## src/design/dsp_pkg.sv

```systemverilog
package dsp_pkg;

  // Data and buffer sizes
  localparam int BYTE_W = 8;
  localparam int BUF_DEPTH = 16;
  localparam int NUM_GPIO = 14;
  localparam int GPIO_SEL_W = 4;

  // Serial clock timing
  localparam int CLK_PERIOD_NS = 5;
  localparam int SCK_PERIOD_NS = 160;
  localparam int SCK_HALF_CYC = (SCK_PERIOD_NS + 2 * CLK_PERIOD_NS - 1) / (2 * CLK_PERIOD_NS);
  localparam int DIV_W = 8;

  // Pad indices
  localparam int PAD_SCL = 0;
  localparam int PAD_SDA = 1;
  localparam int PAD_P0 = 2;
  localparam int PAD_P1 = 3;
  localparam int PAD_P2 = 4;
  localparam int PAD_P3 = 5;
  localparam int PAD_P4 = 6;
  localparam int PAD_P24 = 7;
  localparam int PAD_P25 = 8;
  localparam int PAD_P26 = 9;
  localparam int PAD_P27 = 10;
  localparam int PAD_P32 = 11;
  localparam int PAD_P33 = 12;
  localparam int NUM_PADS = 13;

  // Shift values
  localparam logic [BYTE_W-1:0] IDLE_FILL = 8'h00;
  localparam logic [2:0] LAST_BIT = 3'h7;
  localparam logic [2:0] FIRST_BIT = 3'h0;

  // Per-engine configuration
  typedef struct packed {
    logic en;
    logic slave;
    logic clkSel;
    logic [1:0] mosiSel;
    logic [1:0] misoSel;
    logic [1:0] csSel;
    logic [GPIO_SEL_W-1:0] gpioSel;
  } dsp_cfg_type;

  // Byte stream beat
  typedef struct packed {
    logic valid;
    logic [BYTE_W-1:0] data;
  } dsp_strm_type;

  typedef enum logic [1:0] {ENG_IDLE, ENG_LOW, ENG_HIGH} dsp_engst_type;

  // Engine state
  typedef struct packed {
    dsp_engst_type st;
    logic [DIV_W-1:0] div;
    logic [2:0] bitCnt;
    logic [BYTE_W-1:0] shTx;
    logic [BYTE_W-1:0] shRx;
    logic csAct;
    logic sck;
    logic mosi;
    logic prevSck;
    logic prevCs;
    logic loadPend;
  } dsp_eng_type;

endpackage : dsp_pkg

```

## src/design/dsp_dual_spi.sv

```systemverilog
// Functional notes
// - Two independent engines; second may be slave.
// - Sixteen-byte transmit and receive buffer each.
// - Each function's pad selected on its own.
// - First engine drives SCL/SDA, three MISO pads.
// - Master chip select on chosen GPIO pin.
// - Second master: 2 clock, 3 MOSI, 2 MISO.
// - Slave takes clock/MOSI/select, drives MISO.
// - Flash master has FIFOs before shift core.
`timescale 1ns/10ps
module dsp_dual_spi
  import dsp_pkg::*;
#(
  parameter int NGPIO = NUM_GPIO,
  parameter int DEPTH = BUF_DEPTH,
  parameter int SCK_HALF = SCK_HALF_CYC
) (
  // Clock and reset
  input wire logic sys_clk,
  input wire logic resetn,
  // Configuration
  input wire dsp_cfg_type [1:0] cfg,
  // Transmit byte streams
  input wire dsp_strm_type [1:0] txIn,
  output logic [1:0] txReady,
  // Receive byte streams
  output dsp_strm_type [1:0] rxOut,
  input wire logic [1:0] rxReady,
  // Status
  output logic [1:0] busy,
  output logic slaveOverrun,
  // Pads
  input wire logic [NUM_PADS-1:0] padIn,
  output logic [NUM_PADS-1:0] padOut,
  output logic [NUM_PADS-1:0] padOe,
  // Chip select GPIOs
  output logic [NGPIO-1:0] gpioCsOut,
  output logic [NGPIO-1:0] gpioCsOe
);
  localparam int LVL_W = $clog2(DEPTH + 1);

  typedef struct packed {
    logic [NUM_PADS-1:0] sync1;
    logic [NUM_PADS-1:0] sync2;
    dsp_eng_type [1:0] eng;
    logic [NUM_PADS-1:0] padOut;
    logic [NUM_PADS-1:0] padOe;
    logic [NGPIO-1:0] gpioOut;
    logic [NGPIO-1:0] gpioOe;
    logic [1:0] busy;
    logic overrun;
  } dsp_top_type;

  dsp_top_type st_ff;
  dsp_top_type nxt_st;
  dsp_strm_type [1:0] txOut;
  logic [1:0] txPop;
  logic [1:0] rxPush;
  logic [1:0][BYTE_W-1:0] rxByte;
  logic [1:0] rxInReady;
  logic [1:0][LVL_W-1:0] rxLevel;

  for (genvar g = 0; g < 2; g++) begin : gBuf
    dsp_fifo #(
      .WIDTH(BYTE_W),
      .DEPTH(DEPTH),
      .LVL_W(LVL_W)
    ) uTx (
      .sys_clk(sys_clk),
      .resetn(resetn),
      .inValid(txIn[g].valid),
      .inData(txIn[g].data),
      .inReady(txReady[g]),
      .outValid(txOut[g].valid),
      .outData(txOut[g].data),
      .outReady(txPop[g]),
      .level()
    );
    dsp_fifo #(
      .WIDTH(BYTE_W),
      .DEPTH(DEPTH),
      .LVL_W(LVL_W)
    ) uRx (
      .sys_clk(sys_clk),
      .resetn(resetn),
      .inValid(rxPush[g]),
      .inData(rxByte[g]),
      .inReady(rxInReady[g]),
      .outValid(rxOut[g].valid),
      .outData(rxOut[g].data),
      .outReady(rxReady[g]),
      .level(rxLevel[g])
    );
  end

  always_comb begin
    dsp_eng_type e;
    dsp_eng_type ne;
    logic isSlave;
    logic misoIn;
    logic sckIn;
    logic mosiIn;
    logic csIn;
    logic canStart;
    logic canNext;
    e = '0;
    ne = '0;
    isSlave = 1'b0;
    misoIn = 1'b0;
    sckIn = 1'b0;
    mosiIn = 1'b0;
    csIn = 1'b0;
    canStart = 1'b0;
    canNext = 1'b0;
    nxt_st = st_ff;
    txPop = '0;
    rxPush = '0;
    rxByte = '0;
    nxt_st.sync1 = padIn;
    nxt_st.sync2 = st_ff.sync1;
    nxt_st.overrun = st_ff.overrun & cfg[1].en & cfg[1].slave;
    for (int i = 0; i < 2; i++) begin
      e = st_ff.eng[i];
      ne = e;
      isSlave = (i == 1) && cfg[i].slave;
      if (i == 0) begin
        unique case (cfg[i].misoSel)
          2'h1: misoIn = st_ff.sync2[PAD_P26];
          2'h2: misoIn = st_ff.sync2[PAD_P32];
          default: misoIn = st_ff.sync2[PAD_P24];
        endcase
      end else begin
        misoIn = cfg[i].misoSel[0] ? st_ff.sync2[PAD_P25] : st_ff.sync2[PAD_P1];
      end
      sckIn = cfg[i].clkSel ? st_ff.sync2[PAD_P24] : st_ff.sync2[PAD_P3];
      unique case (cfg[i].mosiSel)
        2'h1: mosiIn = st_ff.sync2[PAD_P27];
        2'h2: mosiIn = st_ff.sync2[PAD_P33];
        default: mosiIn = st_ff.sync2[PAD_P0];
      endcase
      unique case (cfg[i].csSel)
        2'h1: csIn = !st_ff.sync2[PAD_P26];
        2'h2: csIn = !st_ff.sync2[PAD_P32];
        default: csIn = !st_ff.sync2[PAD_P2];
      endcase
      canStart = cfg[i].en & txOut[i].valid & (rxLevel[i] < LVL_W'(DEPTH));
      canNext = cfg[i].en & txOut[i].valid & (rxLevel[i] < LVL_W'(DEPTH - 1));
      ne.prevSck = sckIn;
      ne.prevCs = csIn;
      if (isSlave) begin
        ne.st = ENG_IDLE;
        ne.sck = 1'b0;
        ne.div = '0;
        ne.csAct = csIn & cfg[i].en;
        if (!ne.csAct) begin
          ne.bitCnt = FIRST_BIT;
          ne.loadPend = 1'b0;
        end else if (!e.prevCs) begin
          txPop[i] = txOut[i].valid;
          ne.shTx = txOut[i].valid ? txOut[i].data : IDLE_FILL;
        end else if (sckIn && !e.prevSck) begin
          ne.shRx = {e.shRx[BYTE_W-2:0], mosiIn};
          if (e.bitCnt == LAST_BIT) begin
            rxPush[i] = 1'b1;
            rxByte[i] = ne.shRx;
            nxt_st.overrun = nxt_st.overrun | !rxInReady[i];
            ne.bitCnt = FIRST_BIT;
            ne.loadPend = 1'b1;
          end else begin
            ne.bitCnt = 3'(e.bitCnt + 1'b1);
          end
        end else if (!sckIn && e.prevSck) begin
          if (e.loadPend) begin
            txPop[i] = txOut[i].valid;
            ne.shTx = txOut[i].valid ? txOut[i].data : IDLE_FILL;
            ne.loadPend = 1'b0;
          end else begin
            ne.shTx = {e.shTx[BYTE_W-2:0], 1'b0};
          end
        end
      end else begin
        ne.loadPend = 1'b0;
        unique case (e.st)
          ENG_IDLE: begin
            ne.sck = 1'b0;
            ne.csAct = 1'b0;
            if (canStart) begin
              txPop[i] = 1'b1;
              ne.shTx = txOut[i].data;
              ne.mosi = txOut[i].data[BYTE_W-1];
              ne.csAct = 1'b1;
              ne.div = '0;
              ne.bitCnt = FIRST_BIT;
              ne.st = ENG_LOW;
            end
          end
          ENG_LOW: begin
            ne.div = DIV_W'(e.div + 1'b1);
            if (e.div == DIV_W'(SCK_HALF - 1)) begin
              ne.sck = 1'b1;
              ne.shRx = {e.shRx[BYTE_W-2:0], misoIn};
              ne.div = '0;
              ne.st = ENG_HIGH;
            end
          end
          ENG_HIGH: begin
            ne.div = DIV_W'(e.div + 1'b1);
            if (e.div == DIV_W'(SCK_HALF - 1)) begin
              ne.sck = 1'b0;
              ne.div = '0;
              if (e.bitCnt == LAST_BIT) begin
                rxPush[i] = 1'b1;
                rxByte[i] = e.shRx;
                if (canNext) begin
                  txPop[i] = 1'b1;
                  ne.shTx = txOut[i].data;
                  ne.mosi = txOut[i].data[BYTE_W-1];
                  ne.bitCnt = FIRST_BIT;
                  ne.st = ENG_LOW;
                end else begin
                  ne.csAct = 1'b0;
                  ne.st = ENG_IDLE;
                end
              end else begin
                ne.bitCnt = 3'(e.bitCnt + 1'b1);
                ne.shTx = {e.shTx[BYTE_W-2:0], 1'b0};
                ne.mosi = e.shTx[BYTE_W-2];
                ne.st = ENG_LOW;
              end
            end
          end
          default: begin
            ne.st = ENG_IDLE;
          end
        endcase
      end
      nxt_st.eng[i] = ne;
      nxt_st.busy[i] = ne.csAct;
    end
    nxt_st.padOut = '0;
    nxt_st.padOe = '0;
    nxt_st.gpioOut = '0;
    nxt_st.gpioOe = '0;
    if (cfg[0].en) begin
      // Clock and data on two-wire pads
      nxt_st.padOut[PAD_SCL] = nxt_st.eng[0].sck;
      nxt_st.padOe[PAD_SCL] = 1'b1;
      nxt_st.padOut[PAD_SDA] = nxt_st.eng[0].mosi;
      nxt_st.padOe[PAD_SDA] = 1'b1;
      if (32'(cfg[0].gpioSel) < NGPIO) begin
        nxt_st.gpioOut[cfg[0].gpioSel] = !nxt_st.eng[0].csAct;
        nxt_st.gpioOe[cfg[0].gpioSel] = 1'b1;
      end
    end
    if (cfg[1].en && cfg[1].slave) begin
      if (cfg[1].misoSel[0]) begin
        nxt_st.padOut[PAD_P25] = nxt_st.eng[1].shTx[BYTE_W-1];
        nxt_st.padOe[PAD_P25] = nxt_st.eng[1].csAct;
      end else begin
        nxt_st.padOut[PAD_P1] = nxt_st.eng[1].shTx[BYTE_W-1];
        nxt_st.padOe[PAD_P1] = nxt_st.eng[1].csAct;
      end
    end else if (cfg[1].en) begin
      if (cfg[1].clkSel) begin
        nxt_st.padOut[PAD_P24] = nxt_st.eng[1].sck;
        nxt_st.padOe[PAD_P24] = 1'b1;
      end else begin
        nxt_st.padOut[PAD_P3] = nxt_st.eng[1].sck;
        nxt_st.padOe[PAD_P3] = 1'b1;
      end
      unique case (cfg[1].mosiSel)
        2'h1: begin
          nxt_st.padOut[PAD_P4] = nxt_st.eng[1].mosi;
          nxt_st.padOe[PAD_P4] = 1'b1;
        end
        2'h2: begin
          nxt_st.padOut[PAD_P27] = nxt_st.eng[1].mosi;
          nxt_st.padOe[PAD_P27] = 1'b1;
        end
        default: begin
          nxt_st.padOut[PAD_P0] = nxt_st.eng[1].mosi;
          nxt_st.padOe[PAD_P0] = 1'b1;
        end
      endcase
      if (32'(cfg[1].gpioSel) < NGPIO) begin
        nxt_st.gpioOut[cfg[1].gpioSel] = !nxt_st.eng[1].csAct;
        nxt_st.gpioOe[cfg[1].gpioSel] = 1'b1;
      end
    end
  end

  always_ff @(posedge sys_clk or negedge resetn) begin
    if (!resetn) begin
      st_ff <= '0;
      st_ff.sync1 <= '1;
      st_ff.sync2 <= '1;
    end else begin
      st_ff <= nxt_st;
    end
  end

  assign busy = st_ff.busy;
  assign slaveOverrun = st_ff.overrun;
  assign padOut = st_ff.padOut;
  assign padOe = st_ff.padOe;
  assign gpioCsOut = st_ff.gpioOut;
  assign gpioCsOe = st_ff.gpioOe;

endmodule : dsp_dual_spi

```

## src/design/dsp_fifo.sv

```systemverilog
`timescale 1ns/10ps
module dsp_fifo #(
  parameter int WIDTH = 8,
  parameter int DEPTH = 16,
  parameter int LVL_W = $clog2(DEPTH + 1)
) (
  // Clock and reset
  input wire logic sys_clk,
  input wire logic resetn,
  // Fill side
  input wire logic inValid,
  input wire logic [WIDTH-1:0] inData,
  output logic inReady,
  // Drain side
  output logic outValid,
  output logic [WIDTH-1:0] outData,
  input wire logic outReady,
  // Fill level
  output logic [LVL_W-1:0] level
);
  localparam int MD = DEPTH - 1;
  localparam int AW = (MD > 1) ? $clog2(MD) : 1;

  typedef struct packed {
    logic [AW-1:0] wr;
    logic [AW-1:0] rd;
    logic [LVL_W-1:0] cnt;
    logic oValid;
    logic [WIDTH-1:0] oData;
    logic iReady;
  } dsp_fifo_st_type;

  dsp_fifo_st_type st_ff;
  dsp_fifo_st_type nxt_st;
  logic [WIDTH-1:0] mem [MD];
  logic push;
  logic pop;
  logic take;

  always_comb begin
    nxt_st = st_ff;
    push = inValid & st_ff.iReady;
    pop = st_ff.oValid & outReady;
    take = (!st_ff.oValid | pop) & (st_ff.cnt != '0);
    if (take) begin
      nxt_st.oData = mem[st_ff.rd];
      nxt_st.oValid = 1'b1;
      nxt_st.rd = (st_ff.rd == AW'(MD - 1)) ? '0 : AW'(st_ff.rd + 1'b1);
    end else if (pop) begin
      nxt_st.oValid = 1'b0;
    end
    if (push) begin
      nxt_st.wr = (st_ff.wr == AW'(MD - 1)) ? '0 : AW'(st_ff.wr + 1'b1);
    end
    nxt_st.cnt = LVL_W'(st_ff.cnt + LVL_W'(push) - LVL_W'(take));
    nxt_st.iReady = (nxt_st.cnt < LVL_W'(MD));
  end

  always_ff @(posedge sys_clk or negedge resetn) begin
    if (!resetn) begin
      st_ff <= '0;
    end else begin
      st_ff <= nxt_st;
    end
  end

  always_ff @(posedge sys_clk) begin
    if (push) begin
      mem[st_ff.wr] <= inData;
    end
  end

  assign inReady = st_ff.iReady;
  assign outValid = st_ff.oValid;
  assign outData = st_ff.oData;
  assign level = LVL_W'(st_ff.cnt + LVL_W'(st_ff.oValid));

endmodule : dsp_fifo

```

## config.mk

```make
export PLATFORM = sky130hd
export DESIGN_NAME = dsp_dual_spi
export DESIGN_NICKNAME = d
export VERILOG_FILES = /design/src/design/dsp_pkg.sv /design/src/design/dsp_dual_spi.sv /design/src/design/dsp_fifo.sv
export SDC_FILE = /design/constraint.sdc
export NUM_CORES = 1
export LEC_CHECK = 0
export ABC_AREA = 1
export BUFFER_PORTS_ARGS = -buffer_cell sky130_fd_sc_hd__buf_4
export CORE_UTILIZATION = 55
export DETAILED_ROUTE_END_ITERATION = 6
export GPL_ROUTABILITY_DRIVEN = 0
export PLACE_DENSITY = 0.72
export SLEW_MARGIN = 25
export SYNTH_ARGS = -nofsm -noshare
export SYNTH_HDL_FRONTEND = slang
export SYNTH_SLANG_ARGS = --single-unit
```

## constraint.sdc

```tcl
create_clock -name sys_clk -period 5.9 [get_ports sys_clk]
set_input_delay 0 -clock sys_clk [delete_from_list [all_inputs] [get_ports sys_clk]]
set_output_delay 0 -clock sys_clk [all_outputs]
set_load 0.02 [all_outputs]
```

==> results.toml <==
[floorplan]
rows = 86
dieArea_mm2 = 0.0568
die_height_um = 238
die_w_um = 238
initial_core_util_pct = 55.8
io_pins = 138
core_mm2 = 0.0551

[setup_path]
cp_max_fo = 16
cp_data_arrival_time_ns = 4.43
worstPathRequired_ns = 6.45
critPathKind = "reg2reg"
end_kind = "register"
start_kind = "register"

[synth]
synth.avg_cell_area_um2 = 10.7
yosys-mux-area-fraction_pct = 0.0652
syn-cell-area_mm2 = 0.0307
yosysWarnings = 0
ys_types = 56
synthSimpleGateAreaFrac_pct = 16.6
netlist_instances = 2866
ys_async_sr_fraction_pct = 31.8
synth_edf_count = 480
synth_top_family_by_area = "simple AND/OR/NAND/NOR gates"
synth_compound_area_share_pct = 8.34
ys.flop_type = "edfxtp_1"
synthAdderAreaFrac_pct = 2.50
synth_xor_area_share_pct = 0.599
ys_seq_area_share_pct = 65.3
ys_ff_latch = 704

[placement]
port_buffers = 119
dpl.cell_count = 3574
place_area_mm2 = 0.0317
dp.final_hpwl_um = 43400

[final_layout]
regArea_mm2 = 0.0200
fin_nets = 3083
stdcell_count = 3774
drive_above_1_share_pct = 11.2
fin_area_mm2 = 0.0347
multi_input_area_mm2 = 0.00873
syn2layout_area_growth_pct = 13.1
nFillCells = 4248

[clock_tree]
htreeDepth = 3
clock_sinks = 704
root_buffer = "clkbuf_16"
cts_tree = "yes"
cts.path.max_buffers = 3
clkLatencyLatePin_ns = 0.62
clk_pin_slew_worst_paths_ns = 0.06
cts_made_buffers = 73

[outcome]
status = "complete, no violations"

[power_and_ir_drop]
irDropWorstVdd_mv = 0.273
p_per_area_mw_per_mm2 = 441
power.leakage_nw = 13.9

[timing]
setup-tns-final_ns = 0
slew_viol_final = 0
hold_viol = 0
fin_worst_skew_ns = 0.0263
hold_slack_ns = 0.0186
fmax_ghz = 0.257
worst_slew_pin_slew_ns = 1.03
finalCriticalPeriod_ns = 3.88
finalCritPeriodShare_pct = 65.8
setup_viol = 0
grt_setup_unrepaired = "no"
max_slew_margin_pct = 31.3

[route]
vias_per_cell = 5.56
drt_iter0_drc = 1806
wl_um = 68500
dr_total_vias = 21000
post_drt_wl_per_cell_um = 18.2
drtAntennaViolNets = 0
drc_errors = 0
dr.pass1.iters = 6

[global_route]
first_global_vias = 20300
overflow = 0
grt_pass1_wl_um = 109000
grt.total_usage_pct = 24.5
grt_start_max_net_pins = 125
antenna_found_initial = 2

[flow_run]
max_cap_viol_count = 0

[min_path]
hold_path.class = "in2reg"
[registers in the layout, summed over array words and instances, names as in the netlist]
signal,count
gBuf.uTx.outValid,2
padOe,8
gBuf.uRx.inReady,2
gBuf.uRx.mem,240
gpioCsOe,14
gpioCsOut,14
nxt_st,10
st_ff,74
slaveOverrun,1
gBuf.uTx.inReady,2
padOut,9
gBuf.uRx.outValid,2
busy,2
gBuf.uRx.st_ff,26
gBuf.uRx.outData,16
gBuf.uTx.st_ff,26
gBuf.uTx.mem,240
gBuf.uTx.outData,16
[critical path: stages (launching register included)]
cell and delay [ns]:
dfrtp_1 0.41, ha_1 0.22, ha_1 0.24, nand2_1 0.07
nand2_1 0.05, nand4_1 0.11, inv_1 0.06, nand2_1 0.46
o211ai_4 0.32, nand2_2 0.32, inv_1 0.08, ha_1 0.29
inv_1 0.04, ha_1 0.21, fa_1 0.41, a21oi_1 0.14
o21bai_1 0.09, xnor2_1 0.18, nand2_1 0.08, inv_1 0.05
[final timing paths]
check / cells after the start / slack [ns] / endpoint / from
max reg2reg: 19 / 2.02 / gBuf[0].uTx.inReady / gBuf[0].uRx.outValid
min in group asynchronous: 3 / 0.37 / gBuf[0].uRx.st_ff[17] / resetn
max: 19 / 2.02 / gBuf[0].uTx.inReady / gBuf[0].uRx.outValid
max in group asynchronous: 4 / 4.32 / gBuf[1].uTx.st_ff[14] / resetn
min: 5 / 0.02 / st_ff[63] / cfg[6]
min reg2reg: 0 / 0.35 / st_ff[130] / nxt_st[130]
[logic make-up (layout without fill, tap and decap cells)]
kind of cell | count (synthesis) | after routing
AND/OR/NAND/NOR | 1201 | 1201
flip-flops | 704 | 704
buffers and inverters | 444 | 595
AO/OA/AOI/OAI | 434 | 434
adder cells (fa/ha/maj) | 59 | 59
XOR/XNOR | 21 | 21
multiplexers | 2 | 2
other | 1 | 10
[per-layer routing]
layer | part of all wire, % | track usage (%) | vias up
li1 | - | - | 9930
met1 | 43 | 33.4 | 10200
met2 | 49 | 40.3 | 772
met3 | 6.6 | 3.66 | 101
met4 | 2.3 | 8.62 | 2
met5 | 0.019 | 0 | -
[metrics by stage]
step,power [W],utilization (%),setup slack (ns)
2_1_floorplan,0.00961,-,2.72
3_3_place_gp,0.0107,57.5,2.16
3_5_place_dp,0.0108,57.5,2.08
4_1_cts,0.0153,62.9,2.03
5_1_grt,0.0162,63.0,1.69
6_report,0.0153,63.0,2.02
[power by group]
group | leakage (nW) | switching [W] | internal (W)
Sequential | 6.95 | 0.000489 | 0.00579
Clock | 1.15 | 0.00188 | 0.00258
Combinational | 5.76 | 0.00306 | 0.00150
Total | 13.9 | 0.00543 | 0.00987
[cell usage in the layout, fill, tap and decap left out, types with 5 or more instances in the layout]
master         synthesis  final
clkinv_1               7     13
clkbuf_16              0     75
nand3_2                5      5
xor2_1                11     11
conb_1                 1      8
clkinv_2               1     15
buf_4                 80    137
o21ai_1                5      5
a21oi_1               95     95
dfrtp_1              204    204
dlygate4sd3_1          0     61
nand3_1              171    171
o22ai_1               18     14
clkinvlp_4             0      5
dfstp_2               20     20
xnor2_1               10     10
ha_1                  55     55
nor2_4                 5      5
o211ai_1              34     34
edfxtp_1             480    480
nand2_1              526    526
clkbuf_8               0     11
nor2_2                 3     10
o2111ai_1             13     13
inv_2                 10     10
nand2_2               11     11
a22oi_1               39     39
inv_1                241    241
nor2_1               371    364
o31ai_1               20     20
o21ai_0              187    187
nand4_1               61     61
or2_2                 12     12
nor3_1                28     26
clkbuf_1              69     18
[cell type report]
class	count	share of cell area, %
Clock buffer	104	6.03
Multi-Input combinational cell	1725	25.1
Sequential cell	704	57.7
Timing Repair Buffer	200	4.84
Clock inverter	32	0.757
Tap cell	748	2.70
Antenna cell	2	0.0144
Inverter	259	2.80
[timing repair]
item | in CTS | in global routing
resized for setup | 0 | 0
hold buffers | 60 | 1
hold endpoints to repair | 435 | 20
setup buffers | 0 | 0
[synth_stat cells (all sizes together), types with 18 or more instances]
library cell	count	share of area (%)
a21oi	95	1.5
a22oi	39	0.95
buf	116	2.6
clkbuf	69	0.84
dfrtp	204	17
dfstp	20	1.7
edfxtp	480	47
ha	55	2.2
inv	251	3.1
nand2	537	6.7
nand3	177	3.0
nand4	62	1.3
nor2	379	4.8
nor3	29	0.49
o211ai	35	0.90
o21ai	193	3.2
o22ai	18	0.37
o31ai	20	0.49
(Power assumes the default switching activity.)
